`src/verilog/cwp_regs.svh`:
```
// Command codes, field widths, reset values and tier encodings for the command write protection block.
// Assumes the includer compiles it once per unit. The guard below prevents a second inclusion.
`ifndef CWP_REGS_SVH
`define CWP_REGS_SVH
`define CWP_CMD_TIER      8'hfa
`define CWP_CMD_USER_KEY  8'hfb
`define CWP_CMD_LOCK_KEY  8'hfc
`define CWP_CMD_MASK      8'hfd
`define CWP_TIER_NONE     2'h0
`define CWP_TIER_SHARED   2'h1
`define CWP_TIER_USER     2'h2
`define CWP_TIER_VENDOR   2'h3
`define CWP_LEN_TIER      6'h01
`define CWP_LEN_USER_KEY  6'h09
`define CWP_LEN_LOCK_KEY  6'h04
`define CWP_LEN_MASK      6'h20
`define CWP_MASK_RESET    256'h0
`define CWP_USER_KEY_RST  72'h0
`define CWP_LOCK_KEY_RST  32'h0
`endif

```
`src/verilog/cwp_pkg.sv`:
```
// Types shared by the command write protection block.
// Assumes cwp_regs.svh supplies all numeric constants except the state encodings below.
package cwp_pkg;
	typedef enum logic [1:0] {
		CWP_ST_IDLE = 2'h0,
		CWP_ST_DATA = 2'h1,
		CWP_ST_DONE = 2'h3
	} cwp_state_t;

	typedef struct packed {
		logic       start;
		logic       wr;
		logic [7:0] code;
		logic       byte_valid;
		logic [7:0] byte_data;
		logic       stop;
		logic       rd_ack;
	} cwp_req_t;

	typedef struct packed {
		logic       rd_valid;
		logic [7:0] rd_data;
		logic       wr_allowed;
		logic       refused;
	} cwp_rsp_t;
endpackage

```
`src/verilog/cwp_guard.sv`:
```
// Contract
// - A tier read returns 0x00 to 0x03 for none, shared, user, vendor.
// - The tier command is a one-byte read only; writes are refused.
// - Writes are gated per command by mask bits; reads always pass. Here codes 0xfa to 0xfd ignore their mask bits and follow their own rules.
// - A non-writable command changes only after a valid key is accepted.
// - An accepted store key makes masked commands changeable.
// - Factory and user stores keep separate masks and secret keys.
// - A factory-mask cleared bit needs the factory key before writes.
// - Factory-writable, user-cleared commands open with the user key.
// - The user key command is a nine-byte read/write block.
// - Keys are ASCII strings formatted like maker_ident_string.
// - The shared lock key command is a four-byte read/write block.
// - The mask is 256 bits moved as a 32-byte read/write block.
// - Mask bit n, byte n/8 bit n%8, belongs to command code n.
// - Every code has a mask bit, supported or not.
// - A cleared bit blocks writes until the tier is high enough.
// - The factory mask is writable only at tier 3 or above.
// - The user mask is writable only at tier 2 or above.
//
// Protection core of a management-bus device. A transfer decoder in front of it hands over
// command code, data bytes and stop on the same clock; no pin is sampled here.
// Factory mask and factory key arrive from nonvolatile storage as inputs.
`timescale 1ns/1ps
`include "cwp_regs.svh"

module cwp_guard #(
	parameter int USER_KEY_BYTES = 9,
	parameter int LOCK_KEY_BYTES = 4,
	parameter int MASK_BYTES     = 32
) (
	input  wire logic                  clk,
	input  wire logic                  rst_n,
	input  wire logic                  clk_en,
	input  wire cwp_pkg::cwp_req_t     req,
	input  wire logic [255:0]          factory_mask,
	input  wire logic [71:0]           factory_key,
	input  wire logic [31:0]           lock_key_expect,
	input  wire logic                  store_sel_user,
	output cwp_pkg::cwp_rsp_t          rsp,
	output logic [1:0]                 tier,
	output logic [255:0]               user_mask,
	output logic                       wr_commit,
	output logic [7:0]                 wr_commit_code
);
	if (USER_KEY_BYTES != 9 || LOCK_KEY_BYTES != 4 || MASK_BYTES != 32) begin : g_len_check
		$error("cwp_guard: block lengths other than 9, 4 and 32 bytes are not served");
	end

	cwp_pkg::cwp_state_t state_reg;
	logic [7:0]   code_reg;
	logic         wr_reg;
	logic [5:0]   cnt_reg;
	logic [255:0] shift_reg;
	logic [1:0]   tier_reg;
	logic [255:0] user_mask_reg;
	logic [255:0] fmask_shadow_reg;
	logic [71:0]  user_key_reg;
	logic [31:0]  lock_key_reg;
	logic         allowed_reg;
	logic [7:0]   rd_byte_reg;
	logic         rd_valid_reg;
	logic         refused_reg;
	logic         commit_reg;
	logic [7:0]   commit_code_reg;

	logic [5:0]   exp_len;
	logic         len_ok;
	logic         cmd_writable;
	logic         is_special;
	logic [255:0] rd_image;
	logic         judge;

	// Expected block length of each special command.
	always_comb begin
		case (code_reg)
			`CWP_CMD_TIER:     exp_len = `CWP_LEN_TIER;
			`CWP_CMD_USER_KEY: exp_len = `CWP_LEN_USER_KEY;
			`CWP_CMD_LOCK_KEY: exp_len = `CWP_LEN_LOCK_KEY;
			`CWP_CMD_MASK:     exp_len = `CWP_LEN_MASK;
			default:           exp_len = 6'h00;
		endcase
	end

	assign is_special = (code_reg >= `CWP_CMD_TIER) && (code_reg <= `CWP_CMD_MASK);
	assign len_ok     = (cnt_reg == exp_len);
	// The enabled edge at which a write transfer ends and is judged.
	assign judge      = clk_en && (state_reg == cwp_pkg::CWP_ST_DATA) && req.stop && wr_reg;

	// The factory mask bit dominates; the user mask only narrows further.
	always_comb begin
		if (!factory_mask[code_reg])
			cmd_writable = (tier_reg >= `CWP_TIER_VENDOR);
		else if (!user_mask_reg[code_reg])
			cmd_writable = (tier_reg >= `CWP_TIER_USER);
		else
			cmd_writable = 1'b1;
	end

	// Read image of the addressed command, least significant byte first.
	always_comb begin
		case (code_reg)
			`CWP_CMD_TIER:     rd_image = {254'h0, tier_reg};
			`CWP_CMD_USER_KEY: rd_image = {184'h0, user_key_reg};
			`CWP_CMD_LOCK_KEY: rd_image = {224'h0, lock_key_reg};
			`CWP_CMD_MASK:     rd_image = store_sel_user ? user_mask_reg : factory_mask;
			default:           rd_image = 256'h0;
		endcase
	end

	// Transfer sequencing.
	always_ff @(posedge clk or negedge rst_n) begin
		if (!rst_n) begin
			state_reg <= cwp_pkg::CWP_ST_IDLE;
			code_reg  <= 8'h00;
			wr_reg    <= 1'b0;
			cnt_reg   <= 6'h00;
			shift_reg <= 256'h0;
		end else if (clk_en) begin
			case (state_reg)
				cwp_pkg::CWP_ST_IDLE: begin
					if (req.start) begin
						state_reg <= cwp_pkg::CWP_ST_DATA;
						code_reg  <= req.code;
						wr_reg    <= req.wr;
						cnt_reg   <= 6'h00;
						shift_reg <= 256'h0;
					end
				end
				cwp_pkg::CWP_ST_DATA: begin
					if (req.stop) begin
						state_reg <= cwp_pkg::CWP_ST_DONE;
					end else if (wr_reg && req.byte_valid && cnt_reg != 6'h3f) begin
						shift_reg <= shift_reg | ({248'h0, req.byte_data} << {cnt_reg, 3'h0});
						cnt_reg   <= cnt_reg + 6'h01;
					end else if (!wr_reg && req.rd_ack && cnt_reg != 6'h3f) begin
						cnt_reg <= cnt_reg + 6'h01;
					end
				end
				cwp_pkg::CWP_ST_DONE: state_reg <= cwp_pkg::CWP_ST_IDLE;
				default:              state_reg <= cwp_pkg::CWP_ST_IDLE;
			endcase
		end
	end

	// Read data path; the four special commands stay readable whatever their mask bits, other codes get no read data here.
	always_ff @(posedge clk or negedge rst_n) begin
		if (!rst_n) begin
			rd_byte_reg  <= 8'h00;
			rd_valid_reg <= 1'b0;
		end else if (clk_en) begin
			rd_valid_reg <= (state_reg == cwp_pkg::CWP_ST_DATA) && !wr_reg && is_special;
			rd_byte_reg  <= rd_image[{cnt_reg[4:0], 3'h0} +: 8];
		end
	end

	// Commit at stop: stores, key checks and the write verdict for other commands.
	always_ff @(posedge clk or negedge rst_n) begin
		if (!rst_n) begin
			tier_reg        <= `CWP_TIER_NONE;
			user_mask_reg   <= `CWP_MASK_RESET;
			fmask_shadow_reg <= `CWP_MASK_RESET;
			user_key_reg    <= `CWP_USER_KEY_RST;
			lock_key_reg    <= `CWP_LOCK_KEY_RST;
			refused_reg     <= 1'b0;
			commit_reg      <= 1'b0;
			commit_code_reg <= 8'h00;
		end else if (clk_en) begin
			refused_reg <= 1'b0;
			commit_reg  <= 1'b0;
			if (state_reg == cwp_pkg::CWP_ST_DATA && req.stop && wr_reg) begin
				commit_code_reg <= code_reg;
				case (code_reg)
					`CWP_CMD_TIER: refused_reg <= 1'b1;
					`CWP_CMD_LOCK_KEY: begin
						if (!len_ok)
							refused_reg <= 1'b1;
						else if (shift_reg[31:0] == lock_key_expect) begin
							lock_key_reg <= shift_reg[31:0];
							if (tier_reg < `CWP_TIER_SHARED)
								tier_reg <= `CWP_TIER_SHARED;
						end else
							refused_reg <= 1'b1;
					end
					`CWP_CMD_USER_KEY: begin
						// Factory key wins if both match, since it opens more.
						if (!len_ok)
							refused_reg <= 1'b1;
						else if (shift_reg[71:0] == factory_key)
							tier_reg <= `CWP_TIER_VENDOR;
						else if (shift_reg[71:0] == user_key_reg) begin
							if (tier_reg < `CWP_TIER_USER)
								tier_reg <= `CWP_TIER_USER;
						end else if (tier_reg >= `CWP_TIER_USER)
							user_key_reg <= shift_reg[71:0];
						else
							refused_reg <= 1'b1;
					end
					`CWP_CMD_MASK: begin
						if (!len_ok)
							refused_reg <= 1'b1;
						else if (store_sel_user && tier_reg >= `CWP_TIER_USER)
							user_mask_reg <= shift_reg;
						else if (!store_sel_user && tier_reg >= `CWP_TIER_VENDOR)
							fmask_shadow_reg <= shift_reg;
						else
							refused_reg <= 1'b1;
					end
					default: begin
						if (cmd_writable)
							commit_reg <= 1'b1;
						else
							refused_reg <= 1'b1;
					end
				endcase
			end
		end
	end

	// The writable verdict is held for the decoder while bytes arrive.
	// Special commands are judged by their own rules at stop, so the flag stays high for them.
	always_ff @(posedge clk or negedge rst_n) begin
		if (!rst_n)
			allowed_reg <= 1'b1;
		else if (clk_en)
			allowed_reg <= cmd_writable || is_special;
	end

	assign rsp            = {rd_valid_reg, rd_byte_reg, allowed_reg, refused_reg};
	assign tier           = tier_reg;
	assign user_mask      = user_mask_reg;
	assign wr_commit      = commit_reg;
	assign wr_commit_code = commit_code_reg;

	AST_TIER_WRITE_REFUSED: assert property (@(posedge clk) disable iff (!rst_n)
		clk_en && state_reg == cwp_pkg::CWP_ST_DATA && req.stop && wr_reg
		&& code_reg == `CWP_CMD_TIER |=> refused_reg && $stable(tier_reg))
		else $error("Tier write was not refused.");

	AST_TIER_MISMATCH: assert property (@(posedge clk) disable iff (!rst_n)
		clk_en && state_reg == cwp_pkg::CWP_ST_DATA && req.stop && wr_reg
		&& code_reg == `CWP_CMD_LOCK_KEY && shift_reg[31:0] != lock_key_expect
		|=> $stable(tier_reg))
		else $error("Tier moved on a key mismatch.");

	AST_LOCK_RAISE: assert property (@(posedge clk) disable iff (!rst_n)
		clk_en && state_reg == cwp_pkg::CWP_ST_DATA && req.stop && wr_reg && len_ok
		&& code_reg == `CWP_CMD_LOCK_KEY && shift_reg[31:0] == lock_key_expect
		|=> tier_reg >= `CWP_TIER_SHARED)
		else $error("Matching lock key did not raise the tier.");

	AST_USER_MASK_GUARD: assert property (@(posedge clk) disable iff (!rst_n)
		$changed(user_mask_reg) |-> $past(tier_reg) >= `CWP_TIER_USER)
		else $error("User mask changed below tier 2.");

	AST_FACT_MASK_GUARD: assert property (@(posedge clk) disable iff (!rst_n)
		$changed(fmask_shadow_reg) |-> $past(tier_reg) == `CWP_TIER_VENDOR)
		else $error("Factory mask changed below tier 3.");

	AST_FACTORY_GATE: assert property (@(posedge clk) disable iff (!rst_n)
		commit_reg && !$past(factory_mask[code_reg]) |-> $past(tier_reg) == `CWP_TIER_VENDOR)
		else $error("Factory-protected command committed without vendor tier.");

	AST_USER_GATE: assert property (@(posedge clk) disable iff (!rst_n)
		commit_reg && !$past(user_mask_reg[code_reg]) |-> $past(tier_reg) >= `CWP_TIER_USER)
		else $error("User-protected command committed below tier 2.");

	AST_REFUSE_NO_COMMIT: assert property (@(posedge clk) disable iff (!rst_n)
		refused_reg |-> !commit_reg && $stable(user_key_reg))
		else $error("Refused write changed state.");

	AST_READ_ALWAYS: assert property (@(posedge clk) disable iff (!rst_n)
		clk_en && state_reg == cwp_pkg::CWP_ST_DATA && !wr_reg && is_special |=> rd_valid_reg)
		else $error("Read of a protected command was withheld.");

	AST_LEN_REFUSED: assert property (@(posedge clk) disable iff (!rst_n)
		judge && is_special && code_reg != `CWP_CMD_TIER && !len_ok |=> refused_reg)
		else $error("Block of wrong length was not refused.");

	AST_FACTORY_KEY: assert property (@(posedge clk) disable iff (!rst_n)
		judge && len_ok && code_reg == `CWP_CMD_USER_KEY && shift_reg[71:0] == factory_key
		|=> tier_reg == `CWP_TIER_VENDOR)
		else $error("Factory key did not raise the tier to 3.");

	AST_USER_KEY_RAISE: assert property (@(posedge clk) disable iff (!rst_n)
		judge && len_ok && code_reg == `CWP_CMD_USER_KEY && shift_reg[71:0] == user_key_reg
		|=> tier_reg >= `CWP_TIER_USER)
		else $error("Stored user key did not raise the tier to 2.");

	AST_TIER_MONOTONIC: assert property (@(posedge clk) disable iff (!rst_n)
		tier_reg >= $past(tier_reg))
		else $error("Tier fell without a reset.");

	AST_PROTECTED_REFUSED: assert property (@(posedge clk) disable iff (!rst_n)
		judge && !is_special && !cmd_writable |=> refused_reg && !commit_reg)
		else $error("Protected command write was not refused.");

	AST_WRITABLE_COMMIT: assert property (@(posedge clk) disable iff (!rst_n)
		judge && !is_special && cmd_writable
		|=> commit_reg && commit_code_reg == $past(code_reg))
		else $error("Writable command was not committed with its code.");

	AST_COMMIT_PULSE: assert property (@(posedge clk) disable iff (!rst_n)
		commit_reg && clk_en |=> !commit_reg)
		else $error("Commit strobe stood longer than one cycle.");

	AST_TIER_READ_VALUE: assert property (@(posedge clk) disable iff (!rst_n)
		clk_en && state_reg == cwp_pkg::CWP_ST_DATA && !wr_reg && code_reg == `CWP_CMD_TIER
		&& cnt_reg == 6'h00 |=> rd_byte_reg == {6'h00, $past(tier_reg)})
		else $error("Tier read returned a value other than the tier.");

	AST_USER_KEY_GUARD: assert property (@(posedge clk) disable iff (!rst_n)
		$changed(user_key_reg) |-> $past(tier_reg) >= `CWP_TIER_USER)
		else $error("User key changed below tier 2.");

	AST_LOCK_KEY_MATCH: assert property (@(posedge clk) disable iff (!rst_n)
		$changed(lock_key_reg) |-> lock_key_reg == $past(lock_key_expect))
		else $error("Stored lock key differs from the expected key.");

	AST_MASK_REFUSE_LOW: assert property (@(posedge clk) disable iff (!rst_n)
		judge && len_ok && code_reg == `CWP_CMD_MASK && store_sel_user
		&& tier_reg < `CWP_TIER_USER |=> refused_reg && $stable(user_mask_reg))
		else $error("User mask write below tier 2 was not refused.");

	AST_FMASK_REFUSE_LOW: assert property (@(posedge clk) disable iff (!rst_n)
		judge && len_ok && code_reg == `CWP_CMD_MASK && !store_sel_user
		&& tier_reg < `CWP_TIER_VENDOR |=> refused_reg && $stable(fmask_shadow_reg))
		else $error("Factory mask write below tier 3 was not refused.");

	AST_REFUSE_PULSE: assert property (@(posedge clk) disable iff (!rst_n)
		refused_reg && clk_en |=> !refused_reg)
		else $error("Refusal pulse stood longer than one cycle.");

	COV_LOCK_ACCEPT: cover property (@(posedge clk) disable iff (!rst_n)
		tier_reg == `CWP_TIER_NONE ##1 tier_reg == `CWP_TIER_SHARED);
	COV_VENDOR: cover property (@(posedge clk) disable iff (!rst_n)
		tier_reg == `CWP_TIER_VENDOR);
	COV_REFUSE: cover property (@(posedge clk) disable iff (!rst_n) refused_reg);
	COV_COMMIT: cover property (@(posedge clk) disable iff (!rst_n) commit_reg);
	COV_MASK_READ: cover property (@(posedge clk) disable iff (!rst_n)
		rd_valid_reg && code_reg == `CWP_CMD_MASK);
endmodule

```
`config.mk`:
```
export PLATFORM = sky130hd
export DESIGN_NAME = cwp_guard
export DESIGN_NICKNAME = d
export VERILOG_FILES = /design/src/verilog/cwp_pkg.sv /design/src/verilog/cwp_guard.sv
export VERILOG_INCLUDE_DIRS = /design/src /design/src/verilog
export SDC_FILE = /design/constraint.sdc
export NUM_CORES = 1
export LEC_CHECK = 0
export BUFFER_PORTS_ARGS = -buffer_cell sky130_fd_sc_hd__buf_4
export CAP_MARGIN = 20
export CORE_MARGIN = 2
export CORE_UTILIZATION = 42
export DETAILED_ROUTE_END_ITERATION = 10
export PLACE_DENSITY_LB_ADDON = 0.15
export REMOVE_ABC_BUFFERS = 1
export SYNTH_ARGS = -nofsm -noshare
export SYNTH_HDL_FRONTEND = slang
export SYNTH_SLANG_ARGS = --single-unit
```
`constraint.sdc`:
```
create_clock -name clk -period 3.8 [get_ports clk]
set_input_delay 0.76 -clock clk [delete_from_list [all_inputs] [get_ports clk]]
set_output_delay 0.76 -clock clk [all_outputs]
set_load 0.005 [all_outputs]
```
# After elaboration in Yosys (flattened, before gate mapping)
# Index checks and enable logic that the tools add are counted.
[word_totals]
ff_bits = 655
in_bits = 385
wordCells = 120
[op_classes]
add_sub_neg = 1
magnitude_cmp = 7
n_eq_ne = 21
n_shift = 2
n_mux = 44
n_bitwise = 3
reduce_logical = 27
[op_table]
columns = ["cell", "n"]
rows = [
  ["$mux W256", 4],
  ["$pmux W256 S4", 1],
  ["$pmux W256 S2", 1],
  ["$or A256 B256 Y256", 1],
  ["$shiftx A256 B9 Y8", 1],
  ["$shl A8 B9 Y256", 1],
  ["$eq A72 B72 Y1", 2],
  ["$eq A32 B32 Y1", 1],
  ["$eq A8 B8 Y1 const B", 4],
  ["$mux W6", 4],
  ["$pmux W6 S4", 1],
  ["$reduce_and A5 Y1", 4],
  ["$mux W1", 18],
  ["$mux W2", 9],
  ["$bmux W1 S8", 2],
  ["$ne A2 B2 Y1 const B", 8],
  ["$pmux W6 S2", 1],
  ["$logic_and A1 B1 Y1", 11],
  ["$lt A8 B9 Y1 const B", 1],
  ["$ne A3 B3 Y1 const B", 3],
  ["$reduce_and A9 Y1", 1],
  ["$ge A8 B8 Y1 const B", 1],
  ["$le A8 B8 Y1 const B", 1],
  ["$pmux W2 S2", 2],
  ["17 further kinds", 22],
]

# Longest topological paths before layout
[logic_depth]
word_depth = 7
mapped_depth = 14
ltp_nobuf = 8

# Worst setup path after synthesis
# OpenSTA, ideal clock, no wires.
[synth_timing]
kind = "input -> register"
from = "input port store_sel_user"
to = "register rd_byte_reg[3]"
setup_time_ns = 0.135
arrival_ns = 2.993
slack_ns = 0.672
path_stages = 12
path_buffers = 5
cell_sequence = "clkbuf_1 buf_4 buf_2 buf_4 buf_2 mux2_2 a22oi_1 o22ai_1 o21ai_0 o21ai_0 a221oi_1 o22ai_1"
[synth_between]
elab_chain_cells = 3
[synth_lines]
columns = ["item", "line", "source"]
rows = [
  ["from (decl)", "cwp_guard.sv:38", "input wire logic store_sel_user,"],
  ["$mux W256", "cwp_guard.sv:105", "`CWP_CMD_MASK: rd_image = store_sel_user ? user_mask_reg : factory_mask;"],
  ["$pmux W256 S4", "cwp_guard.sv:101", "case (code_reg)"],
  ["$shiftx A256 B9 Y8", "cwp_guard.sv:152", "rd_byte_reg <= rd_image[{cnt_reg[4:0], 3'h0} +: 8];"],
  ["to (signal assigned)", "cwp_guard.sv:152", ""],
  ["to (decl)", "cwp_guard.sv:60", "logic [7:0] rd_byte_reg;"],
]
# Every way passes these cells.
# A chain may end at the register's enable or synchronous reset.

# Final worst setup path
[layout_timing]
from = "register code_reg[2]"
to = "register refused_reg"
[layout_between]
elab_chain_cells = 7
word_cells_on_any_way = 18
classes_between = "eq/ne: 5; mux: 13"
[layout_lines]
columns = ["item", "line", "source"]
rows = [
  ["from (decl)", "cwp_guard.sv:50", "logic [7:0] code_reg;"],
  ["from (signal assigned)", "cwp_guard.sv:123", "code_reg <= req.code;"],
  ["$bmux W1 S8", "cwp_guard.sv:93", "else if (!user_mask_reg[code_reg])"],
  ["$mux W1 (not written as such)", "cwp_guard.sv:93", ""],
  ["$mux W1", "cwp_guard.sv:93", ""],
  ["$mux W1", "cwp_guard.sv:91", "if (!factory_mask[code_reg])"],
  ["$mux W1", "cwp_guard.sv:209", "if (cmd_writable)"],
  ["$pmux W1 S4 (*)", "cwp_guard.sv:172", "case (code_reg)"],
  ["$mux W1 (*)", "cwp_guard.sv:170", "if (state_reg == cwp_pkg::CWP_ST_DATA && req.stop && wr_reg) begin"],
  ["to (signal assigned)", "cwp_guard.sv:173", "`CWP_CMD_TIER: refused_reg <= 1'b1;"],
  ["to (signal assigned)", "cwp_guard.sv:176", "refused_reg <= 1'b1;"],
  ["to (signal assigned)", "cwp_guard.sv:212", "refused_reg <= 1'b1;"],
  ["to (decl)", "cwp_guard.sv:62", "logic refused_reg;"],
]
# Mark *: on every way between the ends. The rest lies on a longest branch, timed or not. The select of a mux whose other input is x is not followed.

==> reports/summary.log <==
[cts] Resize count post-CTS 0
[final_layout] post-synthesis to final-layout area growth 25.4%
[synth] top cells by area, synth dfrtp_1 45%, mux4_2 10%, nand2_1 9.1%
[worst_hold_path] worst min-delay path class in -> async
[cts] post-CTS clock slew at the launch and capture registers of the worst setup and hold paths 0.06 ns
[floorplan] initial standard-cell utilization of the core 0.426
[power] power share of the sequential group 0.321
[timing] fmax 0.291 GHz
[timing] Total Negative Setup Slacks 0 ns
[final_layout] filler cell count in the final layout 7870
[power] sw power 10.0 mW
[synth] total number of yosys warnings 0
[critical_path] Worst Reg2Reg Path Length in Cells 9
[floorplan] core box area 85400 µm²
[cts] number of H-tree levels 3
[synth] adder and majority gate portion of the synthesized area 0.000344
[timing] Slew headroom 0.219
[power] combinational power share 0.387
[power] sw frac 0.401
[final_layout] share of final-layout standard cells stronger than drive strength 1 0.309
[power] power share of the clock group 0.291
[detailed_routing] Iteration-0 DRC Markers 4597
[power] PnR Total Power 25.0 mW
[detailed_routing] metal2 WL 77100 µm
[cts] number of sinks on the clock net 655
[critical_path] Worst R2R Start code_reg[2]
[detailed_routing] highest metal layer with signal wires met5
[critical_path] flop2flop setup slack 0.37 ns
[synth] xor/xnor share of the synthesized area 0.0434
[floorplan] Site Rows 107
[synth] portion of netlist area occupied by mux cells 0.207
[synth] average instance area after synthesis 10.0 µm²
[timing] smallest setup slack after layout 0.365 ns
[power] internal power component 15.0 mW
[place] global placer's final weighted congestion 0.981
[synth] count of cell types in the netlist 74
[floorplan] Boundary Pins 663
[timing] number of pins exceeding their max-slew limit in the final report 0
[place] IO Port Bufs 662
[floorplan] width of the die 298 µm
[detailed_routing] Routed Wire Length 170000 µm
[place] HPWL Detailed 125000 µm
[timing] Hold Vio Cnt, Final 0
[detailed_routing] detailed-routing iteration count for the pre-antenna-repair pass 11
[synth] dominant combinational cell family by area after synthesis multiplexers
[detailed_routing] Avg WL per Cell 31.2 µm
[cts] number of setup buffers added after CTS 0
[detailed_routing] routed length on met3 17400 µm
[critical_path] crit start category register
[synth] number of synthesized flops with an enable pin 0
[cts] Inserted Clock Buffers 74
[place] pre-CTS worst setup slack 0.216 ns
[detailed_routing] DRC 0
[global_route] number of global-route vias before repair 32.7k
[synth] Async S/R FF share, synth 1.00
[power] leakage power total 22.5 nW
[global_route] pin count of the biggest net entering global routing 108
[floorplan] die span in y 298 µm
[cts] insertion delay of the later-clocked pin in the worst-skew pair 0.65 ns
[synth] primary flip-flop cell chosen by synthesis mapping dfrtp_1
[detailed_routing] routed vias 33.7k
[cts] hold buffer count at CTS 0
[detailed_routing] Vias/cell 6.19
[global_route] wire length of the first global-routing pass 242000 µm
[synth] share of the synthesized area in compound gates (AO/OA/AOI/OAI) 0.0996
[critical_path] category of the critical setup timing path reg -> reg
[timing] share of the clock period used by the worst path 0.904
[detailed_routing] detailed-route wire length on metal 1 66900 µm
[timing] Clock Skews 0.0310 ns
[outcome] run status finished clean
[synth] area share of the leading cell type in the synthesized netlist 0.450
[critical_path] CP max FO 18
[final_layout] net count reported at finish 4628
[cts] TritonCTS clock tree built
[timing] time the worst path needs with I/O delays and setup 3.43 ns
[critical_path] endpoint required time on the critical path 4.34 ns
[cts] cell at the root of the clock tree clkbuf_16
[timing] final-report setup violation count 0
[critical_path] Crit Reg-Reg Endpoint refused_reg
[synth] Cells after Synth 3637
[cts] number of buffers between clock root and the deepest sink 3
[timing] setup repair after global routing missed its margin false
[timing] transition time at the pin with the least slew margin 1.17 ns
[global_route] antenna violations before repair 5
[run] number of max-cap violations 0
[detailed_routing] Antenna Violating Nets Remaining 0
[floorplan] Total Die Area 88900 µm²
[critical_path] capturing element type of the critical path register
[timing] worst hold margin 0.112 ns
[global_route] overflow left after global routing 0
[synth] post-synthesis share of cell area spent on and, or, nand and nor gates 0.155
[critical_path] worst path arrival time 3.97 ns
[power] worst vdd rail ir drop 0.418 mV
[synth] number of flip-flops and latches in the synthesized netlist 655
[global_route] combined global-route utilization of all metal layers 0.376
[synth] cell type with the largest total area after synthesis dfrtp_1
[power] Power Dens Cells 549 nW/µm²
[synth] proportion of synthesized chip area in sequential cells 0.451
[synth] post-synthesis cell area 36400 µm²
[synth] most frequent cells after synthesis 877 x nand2_1, 654 x dfrtp_1, 309 x nor2_1
[synth] cell with the most instances after synthesis nand2_1
## worst max-delay path: stages, from the launching register on
cell	delay (ns)
dfrtp_4	0.50
buf_4	0.36
mux4_2	0.54
nor2b_1	0.14
a211oi_1	0.56
o311ai_0	0.32
or3_1	0.37
o21bai_4	0.18
and3_4	0.17
a211oi_2	0.16
## worst max-delay path by stage
| stage | startpoint | end | slack, ns |
|---|---|---|---|
| floorplan | req[20] | code_reg[0] | -17.99 |
| global placement | factory_key[70] | user_key_reg[13] | 0.30 |
| detailed placement | factory_key[70] | user_key_reg[63] | 0.22 |
| CTS | code_reg[0] | refused_reg | 0.42 |
| global route | code_reg[0] | refused_reg | 0.27 |
| finish | code_reg[2] | refused_reg | 0.37 |
## cell type report
type | count | area [µm²] | area share
multi-input cells | 2637 | 18500 | 0.405
well taps | 1144 | 1430 | 0.0314
clock inverters | 27 | 357 | 0.00782
inverters | 25 | 93.8 | 0.00206
repair buffers | 849 | 6730 | 0.147
flip-flops and latches | 655 | 16400 | 0.360
clock buffers | 103 | 2100 | 0.0461
diodes | 2 | 5.00 | 0.000110
## logic make-up after synthesis
family          after synthesis
buf+inv                     345
mux                         505
compound gates              573
xor+xnor                    180
flops                       655
fa+ha+maj                     1
simple gates               1378
## power groups by stage
stage          logic, mW  registers (mW)  clock network [mW]
2_1_floorplan       4.15            8.59                   0
3_3_place_gp        9.39            8.13                   0
3_5_place_dp        9.41            8.13                   0
4_1_cts             9.45            8.01                7.34
5_1_grt             9.96            8.05                7.64
6_report            9.70            8.04                7.29
## layer usage
layer	vias to the layer above	global-route usage
li1	14000	-
met1	17100	0.516
met2	2183	0.578
met3	385	0.0800
met4	4	0.157
met5	-	0
## layout by cell type (no fill, tap or decap), drive strengths merged, types with 35 or more instances in the layout
cell type,synthesis,final
a21oi,289,289
buf,131,849
clkbuf,189,103
dfrtp,654,654
mux2,161,161
mux2i,165,165
mux4,179,179
nand2,877,877
nand3,35,35
nand4,51,51
nor2,309,309
o21ai,47,47
o22ai,35,35
xnor2,155,155
## through the flow
| step | util | instance area (µm²) | instances |
|---|---|---|---|
| 2_1_floorplan | - | 34900 | 3317 |
| 3_3_place_gp | 0.505 | 43100 | 5310 |
| 3_5_place_dp | 0.505 | 43100 | 5310 |
| 4_1_cts | 0.534 | 45600 | 5440 |
| 5_1_grt | 0.534 | 45600 | 5442 |
| 6_report | 0.534 | 45600 | 5442 |
Power figures use the tool's default switching activity.
